<file path="src/logic/pts_pkg.sv">
// constants, modes and states of the parameter-table sequencer
`default_nettype none
package pts_pkg;
    // =========================================================
    // widths
    localparam int ADDR_W = 15;
    localparam int WORD_W = 12;
    localparam int WIDE_W = 24;
    // =========================================================
    // table word positions, counted from the table pointer
    localparam logic [2:0] TBL_FIELD = 3'h0;
    localparam logic [2:0] TBL_PC = 3'h1;
    localparam logic [2:0] TBL_XBASE = 3'h2;
    localparam logic [2:0] TBL_BASE = 3'h3;
    localparam logic [2:0] TBL_OPADDR = 3'h4;
    localparam logic [2:0] TBL_EXP = 3'h5;
    localparam logic [2:0] TBL_HIGH = 3'h6;
    localparam logic [2:0] TBL_LOW = 3'h7;
    // =========================================================
    // instruction fields
    localparam logic [2:0] OPC_LOAD = 3'h0;
    localparam logic [2:0] OPC_STORE = 3'h6;
    localparam logic [1:0] FORM_DIRECT = 2'h2;
    localparam logic [11:0] EXIT_WORD = 12'h000;
    // =========================================================
    // index multipliers per mode
    localparam logic [3:0] SCALE_FIXED = 4'h2;
    localparam logic [3:0] SCALE_FLOAT = 4'h3;
    localparam logic [3:0] SCALE_EXT = 4'h6;
    // =========================================================
    // reset values
    localparam logic [14:0] ADDR_RST = 15'h0000;
    localparam logic [11:0] WORD_RST = 12'h000;
    // =========================================================
    // arithmetic mode from command bits 1:0
    typedef enum logic [1:0] {
        MODE_FLOAT = 2'b00,
        MODE_FIXED = 2'b01,
        MODE_EXT = 2'b10,
        MODE_SPARE = 2'b11
    } pts_mode_t;
    // =========================================================
    // sequencer states
    typedef enum logic [3:0] {
        ST_IDLE = 4'b0000,
        ST_LOAD = 4'b0001,
        ST_FETCH1 = 4'b0010,
        ST_FETCH2 = 4'b0011,
        ST_IDXRD = 4'b0100,
        ST_IDXWR = 4'b0101,
        ST_OPER = 4'b0110,
        ST_DUMP = 4'b0111
    } pts_state_t;
endpackage
`default_nettype wire

</file>
<file path="src/logic/pts_seq.sv">
// parameter-table sequencer with indexed address generation
`timescale 1ns/1ps
`default_nettype none
// Contract
// - save state to table before interrupting host
// - addresses carry across page and field
// - load table words except word four
// - after last word fetch at program counter
// - second digit four: two-word data reference
// - zero index select means no indexing
// - two operand breaks in fixed mode, three otherwise, then next instruction
// - dump table from word seven down
// - dump order: accumulator, pointers, pc, field
// - flag only after last dump write
// - scale index by operand size (extended mode scales by six while moving three operand words)
// - add in 24 bits, keep 15
// - index n read at index base pointer plus n
// - auto-increment written back before use
// - skip host only when start accepted
// - exit clears the run flip-flop
// - host halt aborts after current instruction
module pts_seq (
    input wire logic clk_sys_in,
    input wire logic rst_in,
    input wire logic command_load_iot_in,
    input wire logic [pts_pkg::WORD_W-1:0] command_data_in,
    input wire logic start_iot_in,
    input wire logic [pts_pkg::ADDR_W-1:0] table_ptr_in,
    input wire logic halt_request_iot_in,
    input wire logic flag_clear_in,
    input wire logic mem_ack_in,
    input wire logic [pts_pkg::WORD_W-1:0] mem_rdata_in,
    output logic mem_req_out,
    output logic mem_we_out,
    output logic [pts_pkg::ADDR_W-1:0] mem_addr_out,
    output logic [pts_pkg::WORD_W-1:0] mem_wdata_out,
    output logic start_skip_out,
    output logic interrupt_skip_out,
    output logic run_out
);
    import pts_pkg::*;

    // =========================================================
    // state
    pts_state_t state_reg;
    logic [2:0] idx_reg;
    logic [2:0] opw_reg;
    logic [ADDR_W-1:0] table_ptr_reg;
    logic [ADDR_W-1:0] coproc_program_counter_reg;
    logic [ADDR_W-1:0] index_base_pointer_reg;
    logic [ADDR_W-1:0] base_reg;
    logic [ADDR_W-1:0] operand_addr_reg;
    logic [ADDR_W-1:0] addr_field_reg;
    logic [WORD_W-1:0] exp_reg;
    logic [WORD_W-1:0] high_word_reg;
    logic [WORD_W-1:0] low_word_reg;
    logic [WORD_W-1:0] instr_reg;
    logic [WORD_W-1:0] index_val_reg;
    logic [WORD_W-1:0] command_reg;
    logic halt_pend_reg;
    logic mem_req_reg;
    logic mem_we_reg;
    logic [ADDR_W-1:0] mem_addr_reg;
    logic [WORD_W-1:0] mem_wdata_reg;
    logic start_skip_reg;
    logic interrupt_skip_reg;
    logic run_reg;

    // =========================================================
    // combinational helpers
    pts_mode_t mode;
    logic [3:0] scale;
    logic [2:0] oper_last;
    logic done;
    logic [2:0] load_next;
    logic [WIDE_W-1:0] scaled_index;
    logic [WIDE_W-1:0] wide_sum;
    logic [ADDR_W-1:0] eff_addr;
    logic [ADDR_W-1:0] fetch2_field;
    logic [WORD_W-1:0] index_next;
    logic [WORD_W-1:0] dump_word;
    logic [2:0] dump_pos;

    assign done = mem_req_reg && mem_ack_in;
    assign mode = pts_mode_t'(command_reg[1:0]);

    // index multiplier per mode: two fixed, six extended, three otherwise
    always_comb
    begin
        case (mode)
            MODE_FIXED: scale = SCALE_FIXED;
            MODE_EXT: scale = SCALE_EXT;
            default: scale = SCALE_FLOAT;
        endcase
    end
    assign oper_last = (mode == MODE_FIXED) ? 3'h1 : 3'h2;

    // next table word to read, word four skipped
    assign load_next = (idx_reg == TBL_BASE) ? TBL_EXP : idx_reg + 3'h1;

    // effective address: sign-extended index times size, 24-bit sum, low 15 kept
    assign scaled_index = WIDE_W'({{(WIDE_W-WORD_W){index_val_reg[WORD_W-1]}},
        index_val_reg} * {20'h0_0000, scale});
    assign wide_sum = scaled_index + {9'h000, addr_field_reg};
    assign eff_addr = wide_sum[ADDR_W-1:0];
    assign fetch2_field = {instr_reg[2:0], mem_rdata_in};
    assign index_next = instr_reg[6] ? mem_rdata_in + 12'h001 : mem_rdata_in;

    // dump word for the next table position down, staged ahead of its write
    assign dump_pos = idx_reg - 3'h1;
    always_comb
    begin
        case (dump_pos)
            TBL_FIELD: dump_word = {operand_addr_reg[14:12], base_reg[14:12],
                index_base_pointer_reg[14:12], coproc_program_counter_reg[14:12]};
            TBL_PC: dump_word = coproc_program_counter_reg[11:0];
            TBL_XBASE: dump_word = index_base_pointer_reg[11:0];
            TBL_BASE: dump_word = base_reg[11:0];
            TBL_OPADDR: dump_word = operand_addr_reg[11:0];
            TBL_EXP: dump_word = exp_reg;
            TBL_HIGH: dump_word = high_word_reg;
            default: dump_word = low_word_reg;
        endcase
    end

    // =========================================================
    // command register
    always_ff @(posedge clk_sys_in)
    begin
        if (rst_in)
            command_reg <= WORD_RST;
        else if (command_load_iot_in)
            command_reg <= command_data_in;
    end

    // =========================================================
    // sequencer and memory break requests
    always_ff @(posedge clk_sys_in)
    begin
        if (rst_in)
        begin
            state_reg <= ST_IDLE;
            idx_reg <= TBL_FIELD;
            opw_reg <= 3'h0;
            mem_req_reg <= 1'b0;
            mem_we_reg <= 1'b0;
            mem_addr_reg <= ADDR_RST;
            mem_wdata_reg <= WORD_RST;
        end
        else
        begin
            case (state_reg)
                ST_IDLE:
                begin
                    if (start_iot_in)
                    begin
                        state_reg <= ST_LOAD;
                        idx_reg <= TBL_FIELD;
                        mem_req_reg <= 1'b1;
                        mem_we_reg <= 1'b0;
                        mem_addr_reg <= table_ptr_in;
                    end
                end
                ST_LOAD:
                begin
                    if (done && idx_reg == TBL_LOW)
                    begin
                        state_reg <= ST_FETCH1;
                        mem_addr_reg <= coproc_program_counter_reg;
                    end
                    else if (done)
                    begin
                        idx_reg <= load_next;
                        mem_addr_reg <= table_ptr_reg + {12'h000, load_next};
                    end
                end
                ST_FETCH1:
                begin
                    if (done && mem_rdata_in == EXIT_WORD)
                    begin
                        state_reg <= ST_DUMP;
                        mem_wdata_reg <= low_word_reg;
                        idx_reg <= TBL_LOW;
                        mem_we_reg <= 1'b1;
                        mem_addr_reg <= table_ptr_reg + {12'h000, TBL_LOW};
                    end
                    else if (done && mem_rdata_in[8:7] == FORM_DIRECT)
                    begin
                        state_reg <= ST_FETCH2;
                        mem_addr_reg <= coproc_program_counter_reg + 15'h0001;
                    end
                    else if (done && halt_pend_reg)
                    begin
                        state_reg <= ST_DUMP;
                        mem_wdata_reg <= low_word_reg;
                        idx_reg <= TBL_LOW;
                        mem_we_reg <= 1'b1;
                        mem_addr_reg <= table_ptr_reg + {12'h000, TBL_LOW};
                    end
                    else if (done)
                        mem_addr_reg <= coproc_program_counter_reg + 15'h0001;
                end
                ST_FETCH2:
                begin
                    if (done && instr_reg[5:3] == 3'h0)
                    begin
                        state_reg <= ST_OPER;
                        opw_reg <= 3'h0;
                        mem_we_reg <= (instr_reg[11:9] == OPC_STORE);
                        mem_wdata_reg <= (mode == MODE_FIXED) ? high_word_reg : exp_reg;
                        mem_addr_reg <= fetch2_field;
                    end
                    else if (done)
                    begin
                        state_reg <= ST_IDXRD;
                        mem_addr_reg <= index_base_pointer_reg + {12'h000, instr_reg[5:3]};
                    end
                end
                ST_IDXRD:
                begin
                    if (done && instr_reg[6])
                    begin
                        state_reg <= ST_IDXWR;
                        mem_we_reg <= 1'b1;
                        mem_wdata_reg <= index_next;
                    end
                    else if (done)
                    begin
                        state_reg <= ST_OPER;
                        opw_reg <= 3'h0;
                        mem_req_reg <= 1'b0;
                    end
                end
                ST_IDXWR:
                begin
                    if (done)
                    begin
                        state_reg <= ST_OPER;
                        opw_reg <= 3'h0;
                        mem_we_reg <= 1'b0;
                        mem_req_reg <= 1'b0;
                    end
                end
                ST_OPER:
                begin
                    // one idle cycle after indexing lets the scaled address settle
                    if (!mem_req_reg)
                    begin
                        mem_req_reg <= 1'b1;
                        mem_we_reg <= (instr_reg[11:9] == OPC_STORE);
                        mem_wdata_reg <= (mode == MODE_FIXED) ? high_word_reg : exp_reg;
                        mem_addr_reg <= eff_addr;
                    end
                    else if (done && opw_reg == oper_last && halt_pend_reg)
                    begin
                        state_reg <= ST_DUMP;
                        // a load ending here lands in the low word at this same edge
                        mem_wdata_reg <= (instr_reg[11:9] == OPC_LOAD) ? mem_rdata_in : low_word_reg;
                        idx_reg <= TBL_LOW;
                        mem_we_reg <= 1'b1;
                        mem_addr_reg <= table_ptr_reg + {12'h000, TBL_LOW};
                    end
                    else if (done && opw_reg == oper_last)
                    begin
                        state_reg <= ST_FETCH1;
                        mem_we_reg <= 1'b0;
                        mem_addr_reg <= coproc_program_counter_reg;
                    end
                    else if (done)
                    begin
                        opw_reg <= opw_reg + 3'h1;
                        mem_addr_reg <= mem_addr_reg + 15'h0001;
                        mem_wdata_reg <= (opw_reg == oper_last - 3'h1) ? low_word_reg
                            : high_word_reg;
                    end
                end
                ST_DUMP:
                begin
                    if (done && idx_reg == TBL_FIELD)
                    begin
                        state_reg <= ST_IDLE;
                        mem_req_reg <= 1'b0;
                        mem_we_reg <= 1'b0;
                    end
                    else if (done)
                    begin
                        idx_reg <= idx_reg - 3'h1;
                        mem_addr_reg <= table_ptr_reg + {12'h000, idx_reg - 3'h1};
                        mem_wdata_reg <= dump_word;
                    end
                end
                default:
                begin
                    state_reg <= ST_IDLE;
                    mem_req_reg <= 1'b0;
                end
            endcase
        end
    end

    // =========================================================
    // table registers and accumulator
    always_ff @(posedge clk_sys_in)
    begin
        if (rst_in)
        begin
            table_ptr_reg <= ADDR_RST;
            coproc_program_counter_reg <= ADDR_RST;
            index_base_pointer_reg <= ADDR_RST;
            base_reg <= ADDR_RST;
            operand_addr_reg <= ADDR_RST;
            addr_field_reg <= ADDR_RST;
            exp_reg <= WORD_RST;
            high_word_reg <= WORD_RST;
            low_word_reg <= WORD_RST;
            instr_reg <= WORD_RST;
            index_val_reg <= WORD_RST;
        end
        else
        begin
            if (state_reg == ST_IDLE && start_iot_in)
                table_ptr_reg <= table_ptr_in;
            if (state_reg == ST_LOAD && done)
            begin
                case (idx_reg)
                    TBL_FIELD:
                    begin
                        coproc_program_counter_reg[14:12] <= mem_rdata_in[2:0];
                        index_base_pointer_reg[14:12] <= mem_rdata_in[5:3];
                        base_reg[14:12] <= mem_rdata_in[8:6];
                    end
                    TBL_PC: coproc_program_counter_reg[11:0] <= mem_rdata_in;
                    TBL_XBASE: index_base_pointer_reg[11:0] <= mem_rdata_in;
                    TBL_BASE: base_reg[11:0] <= mem_rdata_in;
                    TBL_EXP: exp_reg <= mem_rdata_in;
                    TBL_HIGH: high_word_reg <= mem_rdata_in;
                    default: low_word_reg <= mem_rdata_in;
                endcase
            end
            if ((state_reg == ST_FETCH1 || state_reg == ST_FETCH2) && done)
                coproc_program_counter_reg <= coproc_program_counter_reg + 15'h0001;
            if (state_reg == ST_FETCH1 && done)
                instr_reg <= mem_rdata_in;
            if (state_reg == ST_FETCH2 && done)
            begin
                addr_field_reg <= fetch2_field;
                index_val_reg <= WORD_RST;
                operand_addr_reg <= fetch2_field;
            end
            if (state_reg == ST_IDXRD && done)
                index_val_reg <= index_next;
            if (state_reg == ST_OPER && !mem_req_reg)
                operand_addr_reg <= eff_addr;
            if (state_reg == ST_OPER && done && instr_reg[11:9] == OPC_LOAD)
            begin
                if (mode != MODE_FIXED && opw_reg == 3'h0)
                    exp_reg <= mem_rdata_in;
                else if (opw_reg == oper_last)
                    low_word_reg <= mem_rdata_in;
                else
                    high_word_reg <= mem_rdata_in;
            end
        end
    end

    // =========================================================
    // host flags: start skip, run, halt, interrupt-skip
    always_ff @(posedge clk_sys_in)
    begin
        if (rst_in)
        begin
            start_skip_reg <= 1'b0;
            run_reg <= 1'b0;
            halt_pend_reg <= 1'b0;
            interrupt_skip_reg <= 1'b0;
        end
        else
        begin
            start_skip_reg <= (state_reg == ST_IDLE) && start_iot_in;
            if (state_reg == ST_IDLE && start_iot_in)
                run_reg <= 1'b1;
            else if (state_reg == ST_DUMP && done && idx_reg == TBL_FIELD)
                run_reg <= 1'b0;
            if (halt_request_iot_in)
                halt_pend_reg <= 1'b1;
            else if (state_reg == ST_DUMP)
                halt_pend_reg <= 1'b0;
            if (state_reg == ST_DUMP && done && idx_reg == TBL_FIELD)
                interrupt_skip_reg <= 1'b1;
            else if (flag_clear_in || (state_reg == ST_IDLE && start_iot_in))
                interrupt_skip_reg <= 1'b0;
        end
    end

    assign mem_req_out = mem_req_reg;
    assign mem_we_out = mem_we_reg;
    assign mem_addr_out = mem_addr_reg;
    assign mem_wdata_out = mem_wdata_reg;
    assign start_skip_out = start_skip_reg;
    assign interrupt_skip_out = interrupt_skip_reg;
    assign run_out = run_reg;
endmodule
`default_nettype wire

</file>
<file path="config.mk">
export PLATFORM = sky130hd
export DESIGN_NAME = pts_seq
export DESIGN_NICKNAME = d
export VERILOG_FILES = /design/src/logic/pts_pkg.sv /design/src/logic/pts_seq.sv
export SDC_FILE = /design/constraint.sdc
export NUM_CORES = 1
export LEC_CHECK = 0
export BUFFER_PORTS_ARGS = -buffer_cell sky130_fd_sc_hd__buf_2
export CAP_MARGIN = 20
export CORE_MARGIN = 2
export CORE_UTILIZATION = 30
export DETAILED_ROUTE_END_ITERATION = 12
export GPL_TIMING_DRIVEN = 0
export PLACE_DENSITY_LB_ADDON = 0.2
export SLEW_MARGIN = 20
export SYNTH_ARGS = -nofsm -noshare
export SYNTH_HDL_FRONTEND = slang
export SYNTH_SLANG_ARGS = --single-unit
</file>
<file path="constraint.sdc">
create_clock -name clk_sys_in -period 4 [get_ports clk_sys_in]
set_clock_uncertainty 0.05 [all_clocks]
set_input_delay 0.8 -clock clk_sys_in [delete_from_list [all_inputs] [get_ports clk_sys_in]]
set_output_delay 0.8 -clock clk_sys_in [all_outputs]
set_load 0.01 [all_outputs]
</file>
==> impl_metrics.csv <==
group,metric,value,unit
clock_tree,cts_buffers,17,
min_path,worstHoldPathType,"reg2reg",
placed_design,dp_hpwl,51.31,mm
global_routing,antenna_found_initial,0,
setup_path,critPathLaunchType,"flop",
clock_tree,cts_hold_buffers,0,
setup_path,crit_path_max_incr_delay,0.53,ns
die,die_h,219.6,um
routing,vias,14880,
sta,setup_violations,0,
routing,via_per_inst,5.872,
sta,worstMarginPinSlew,1.329,ns
global_routing,grtUsageTotal,27.34,%
sta,setup_ws,0.004690,ns
setup_path,cp_num_cells,18,
die,die_x,219.6,um
placed_design,pre_cts_ws,-1.024,ns
placed_design,io_buffers,64,
final_layout,nets,2040,
routing,drcViolationCount,0,
global_routing,grt_pass1_vias,13960,
setup_path,required,4.37,ns
synthesis,synthFlopType,"dfxtp_1",
synthesis,syn_area_per_cell,7.659,um2
die,rows,79,
pwr,p_leak,5.889,nW
pwr,power_density,346.6,nW/um2
routing,ant_nets,0,
synthesis,synthArstFlopShare,0,%
clock_tree,htreeDepth,4,
global_routing,globalRouteMet3Util,6.639,%
routing,wire_per_inst,26.13,um
setup_path,crit_arrival,4.37,ns
clock_tree,clock_sinks,193,
synthesis,synth-edff-count,0,
clock_tree,clock_latency,0.50,ns
sta,slew_headroom,11.37,%
global_routing,overflow,0,
pwr,total_power,5.604,mW
setup_path,reg2reg_depth,18,
sta,max_freq,250.3,MHz
pwr,vdd_drop_max,0.0003602,V
final_layout,synthToLayoutAreaGrowth,15.92,%
sta,hold_ws,0.4040,ns
setup_path,slowest_stage,"fa_1",
clock_tree,cts-root-buf,"clkbuf_16",
sta,slew_viol_final,0,
global_routing,grt-busiest-layer,"met2",
die,die_area,48230,um2
setup_path,path_cells,"inv_2 -> ha_4 -> buf_8 -> and2_4 -> ha_4 -> inv_2 -> fa_1 -> fa_1 -> inv_2 -> ha_4 -> a211oi_4 -> o21ai_2 -> a31o_2 -> a21o_1 -> a21oi_2 -> xnor2_2 -> nand2_2 -> a21oi_2",
synthesis,synth.distinct_cells,91,
clock_tree,clk_pin_slew,0.09,ns
sta,finalHoldViolCount,0,
die,core,46260,um2
final_layout,register_area,3870,um2
final_layout,finish.utilization,34.95,%
placed_design,gp_congestion,1.031,
clock_tree,cts.path.max_buffers,2,
final_layout,diodes,0,
setup_path,cp_max_fo,5,
clock_tree,cts_tree,"done",
global_routing,grt_max_degree,21,
setup_path,crit_path_end_kind,"flop",
final_layout,drive_above_1_share,12.62,%
sta,period_share,99.88,%
routing,drtIter0Drc,1802,
flow_run,drv_cap,0,
global_routing,grt_util_met2,41.56,%
die,io_pins,78,
setup_path,critPathKind,"reg2reg",
die,initial_core_util,30.15,%
final_layout,final_cell_mix,"215 x nand2_1, 210 x nor2_1, 190 x dfxtp_1",
final_layout,layout_commonest_cell,"nand2_1",
sta,post-route-min-period,3.995,ns
routing,wl,66.18,mm
synthesis,yosys_warnings,0,
sta,grt_setup_unrepaired,"yes",
final_layout,fill_cells,4963,
global_routing,grt_pass1_wl,94.60,mm
setup_path,cp_num_buf_inv,4,
synthesis,syn_nets,1948,
routing,dr.pass1.iters,9,
final_layout,multiInputGateArea,9632,um2
setup_path,critPathTopFamily,"adder cells",
global_routing,grt_util_met1,36.40,%
synthesis,syn_area,13950,um2
synthesis,synth-seq-cells,193,
synthesis,netlist_instances,1821,
status,status,"complete, no violations",
min_path,hold_depth,2,
synthesis,yosysSeqAreaShare,27.70,%
Yosys cell counts (5+ instances only):
cell type	n	area share, %
a21oi_1	147	5.3
mux2i_1	76	5.5
nand2_1	217	5.8
nor4_1	11	0.49
and3_1	31	1.4
fa_1	27	3.9
a32oi_1	7	0.44
a311oi_1	10	0.63
a211oi_1	26	1.4
o22ai_1	21	0.94
o21ai_1	12	0.43
or3_1	11	0.49
nand2b_1	5	0.22
a221o_1	6	0.43
nand3_1	53	1.9
o211ai_1	13	0.70
nand4_1	16	0.72
and2_1	28	1.3
ha_1	54	4.8
nor3_1	40	1.4
buf_2	33	1.2
nand3b_1	7	0.38
nor2_1	211	5.7
o41ai_1	5	0.31
clkbuf_1	107	2.9
o21ai_0	67	2.4
xor2_1	38	2.4
o221ai_1	18	1.1
xnor2_1	44	2.8
inv_1	80	2.2
a22oi_1	28	1.5
mux2_2	8	0.65
a31oi_1	14	0.63
o2111ai_1	6	0.38
a221oi_1	18	1.1
a21o_1	12	0.65
a211o_1	10	0.63
a222oi_1	16	1.1
nor2b_1	8	0.36
dfxtp_1	193	28
per-stage QoR:
step	cell area, um2	cells	setup TNS (ns)
6_report	16170	2533	0
5_1_grt	16170	2533	-0.8442
4_1_cts	16000	2532	0
3_5_place_dp	15030	2492	-10.36
3_3_place_gp	15030	2492	-9.121
2_1_floorplan	13950	1821	0
per-layer routing:
| metal | wire length [um] | up-vias | part of all wire (%) |
|---|---|---|---|
| met2 | 28650 | 745 | 43 |
| met1 | 28700 | 7296 | 43 |
| li1 | - | 6700 | - |
| met3 | 5945 | 134 | 9.0 |
| met4 | 2887 | 0 | 4.4 |
| met5 | 0 | - | 0 |
final timing paths:
path	from	end	slack (ns)
worst max-delay path	command_reg[0]	operand_addr_reg[13]	0.005
worst min-delay path	mem_wdata_out[3]	mem_wdata_out[3]	0.40
worst min register to register	mem_wdata_out[3]	mem_wdata_out[3]	0.40
worst max register to register	command_reg[0]	operand_addr_reg[13]	0.005
layout make-up:
| type | instances | area share (%) |
|---|---|---|
| Buffer | 144 | 3.722 |
| Multi-Input combinational cell | 1400 | 59.57 |
| Sequential cell | 193 | 23.94 |
| Clock buffer | 18 | 2.654 |
| Tap cell | 607 | 4.697 |
| Inverter | 82 | 1.904 |
| Timing Repair Buffer | 75 | 2.492 |
| Clock inverter | 14 | 1.022 |
timing repair:
item	4_1_cts	5_1_grt
pin swaps	32	24
setup endpoints to repair	23	19
setup buffers	9	1
cloned	1	0
resized for setup	53	38
power breakdown:
group,leakage [nW],switching [mW],internal [mW]
sequential,1.56,0.123,2.00
clock,0.282,0.946,0.840
combinational,4.05,1.16,0.536
worst register-to-register path: cells and delay by family, from the launching register on:
kind	cells	cell delay, ns
xor+xnor	1	0.14
compound gates	6	1.17
simple gates	2	0.28
fa+ha+maj	5	1.68
flops	1	0.35
buf+inv	4	0.25
logic make-up (layout without fill, tap and decap cells):
kind of cell	count (synthesis)	count (layout)	synth area share, %
compound gates	481	481	23.29
mux	86	86	6.262
flops	193	193	27.70
other cells	1	1	0.02689
buf+inv	228	333	6.495
simple gates	668	668	22.24
xor+xnor	83	83	5.266
fa+ha+maj	81	81	8.720
No activity file was read; power rests on OpenSTA's default activity.
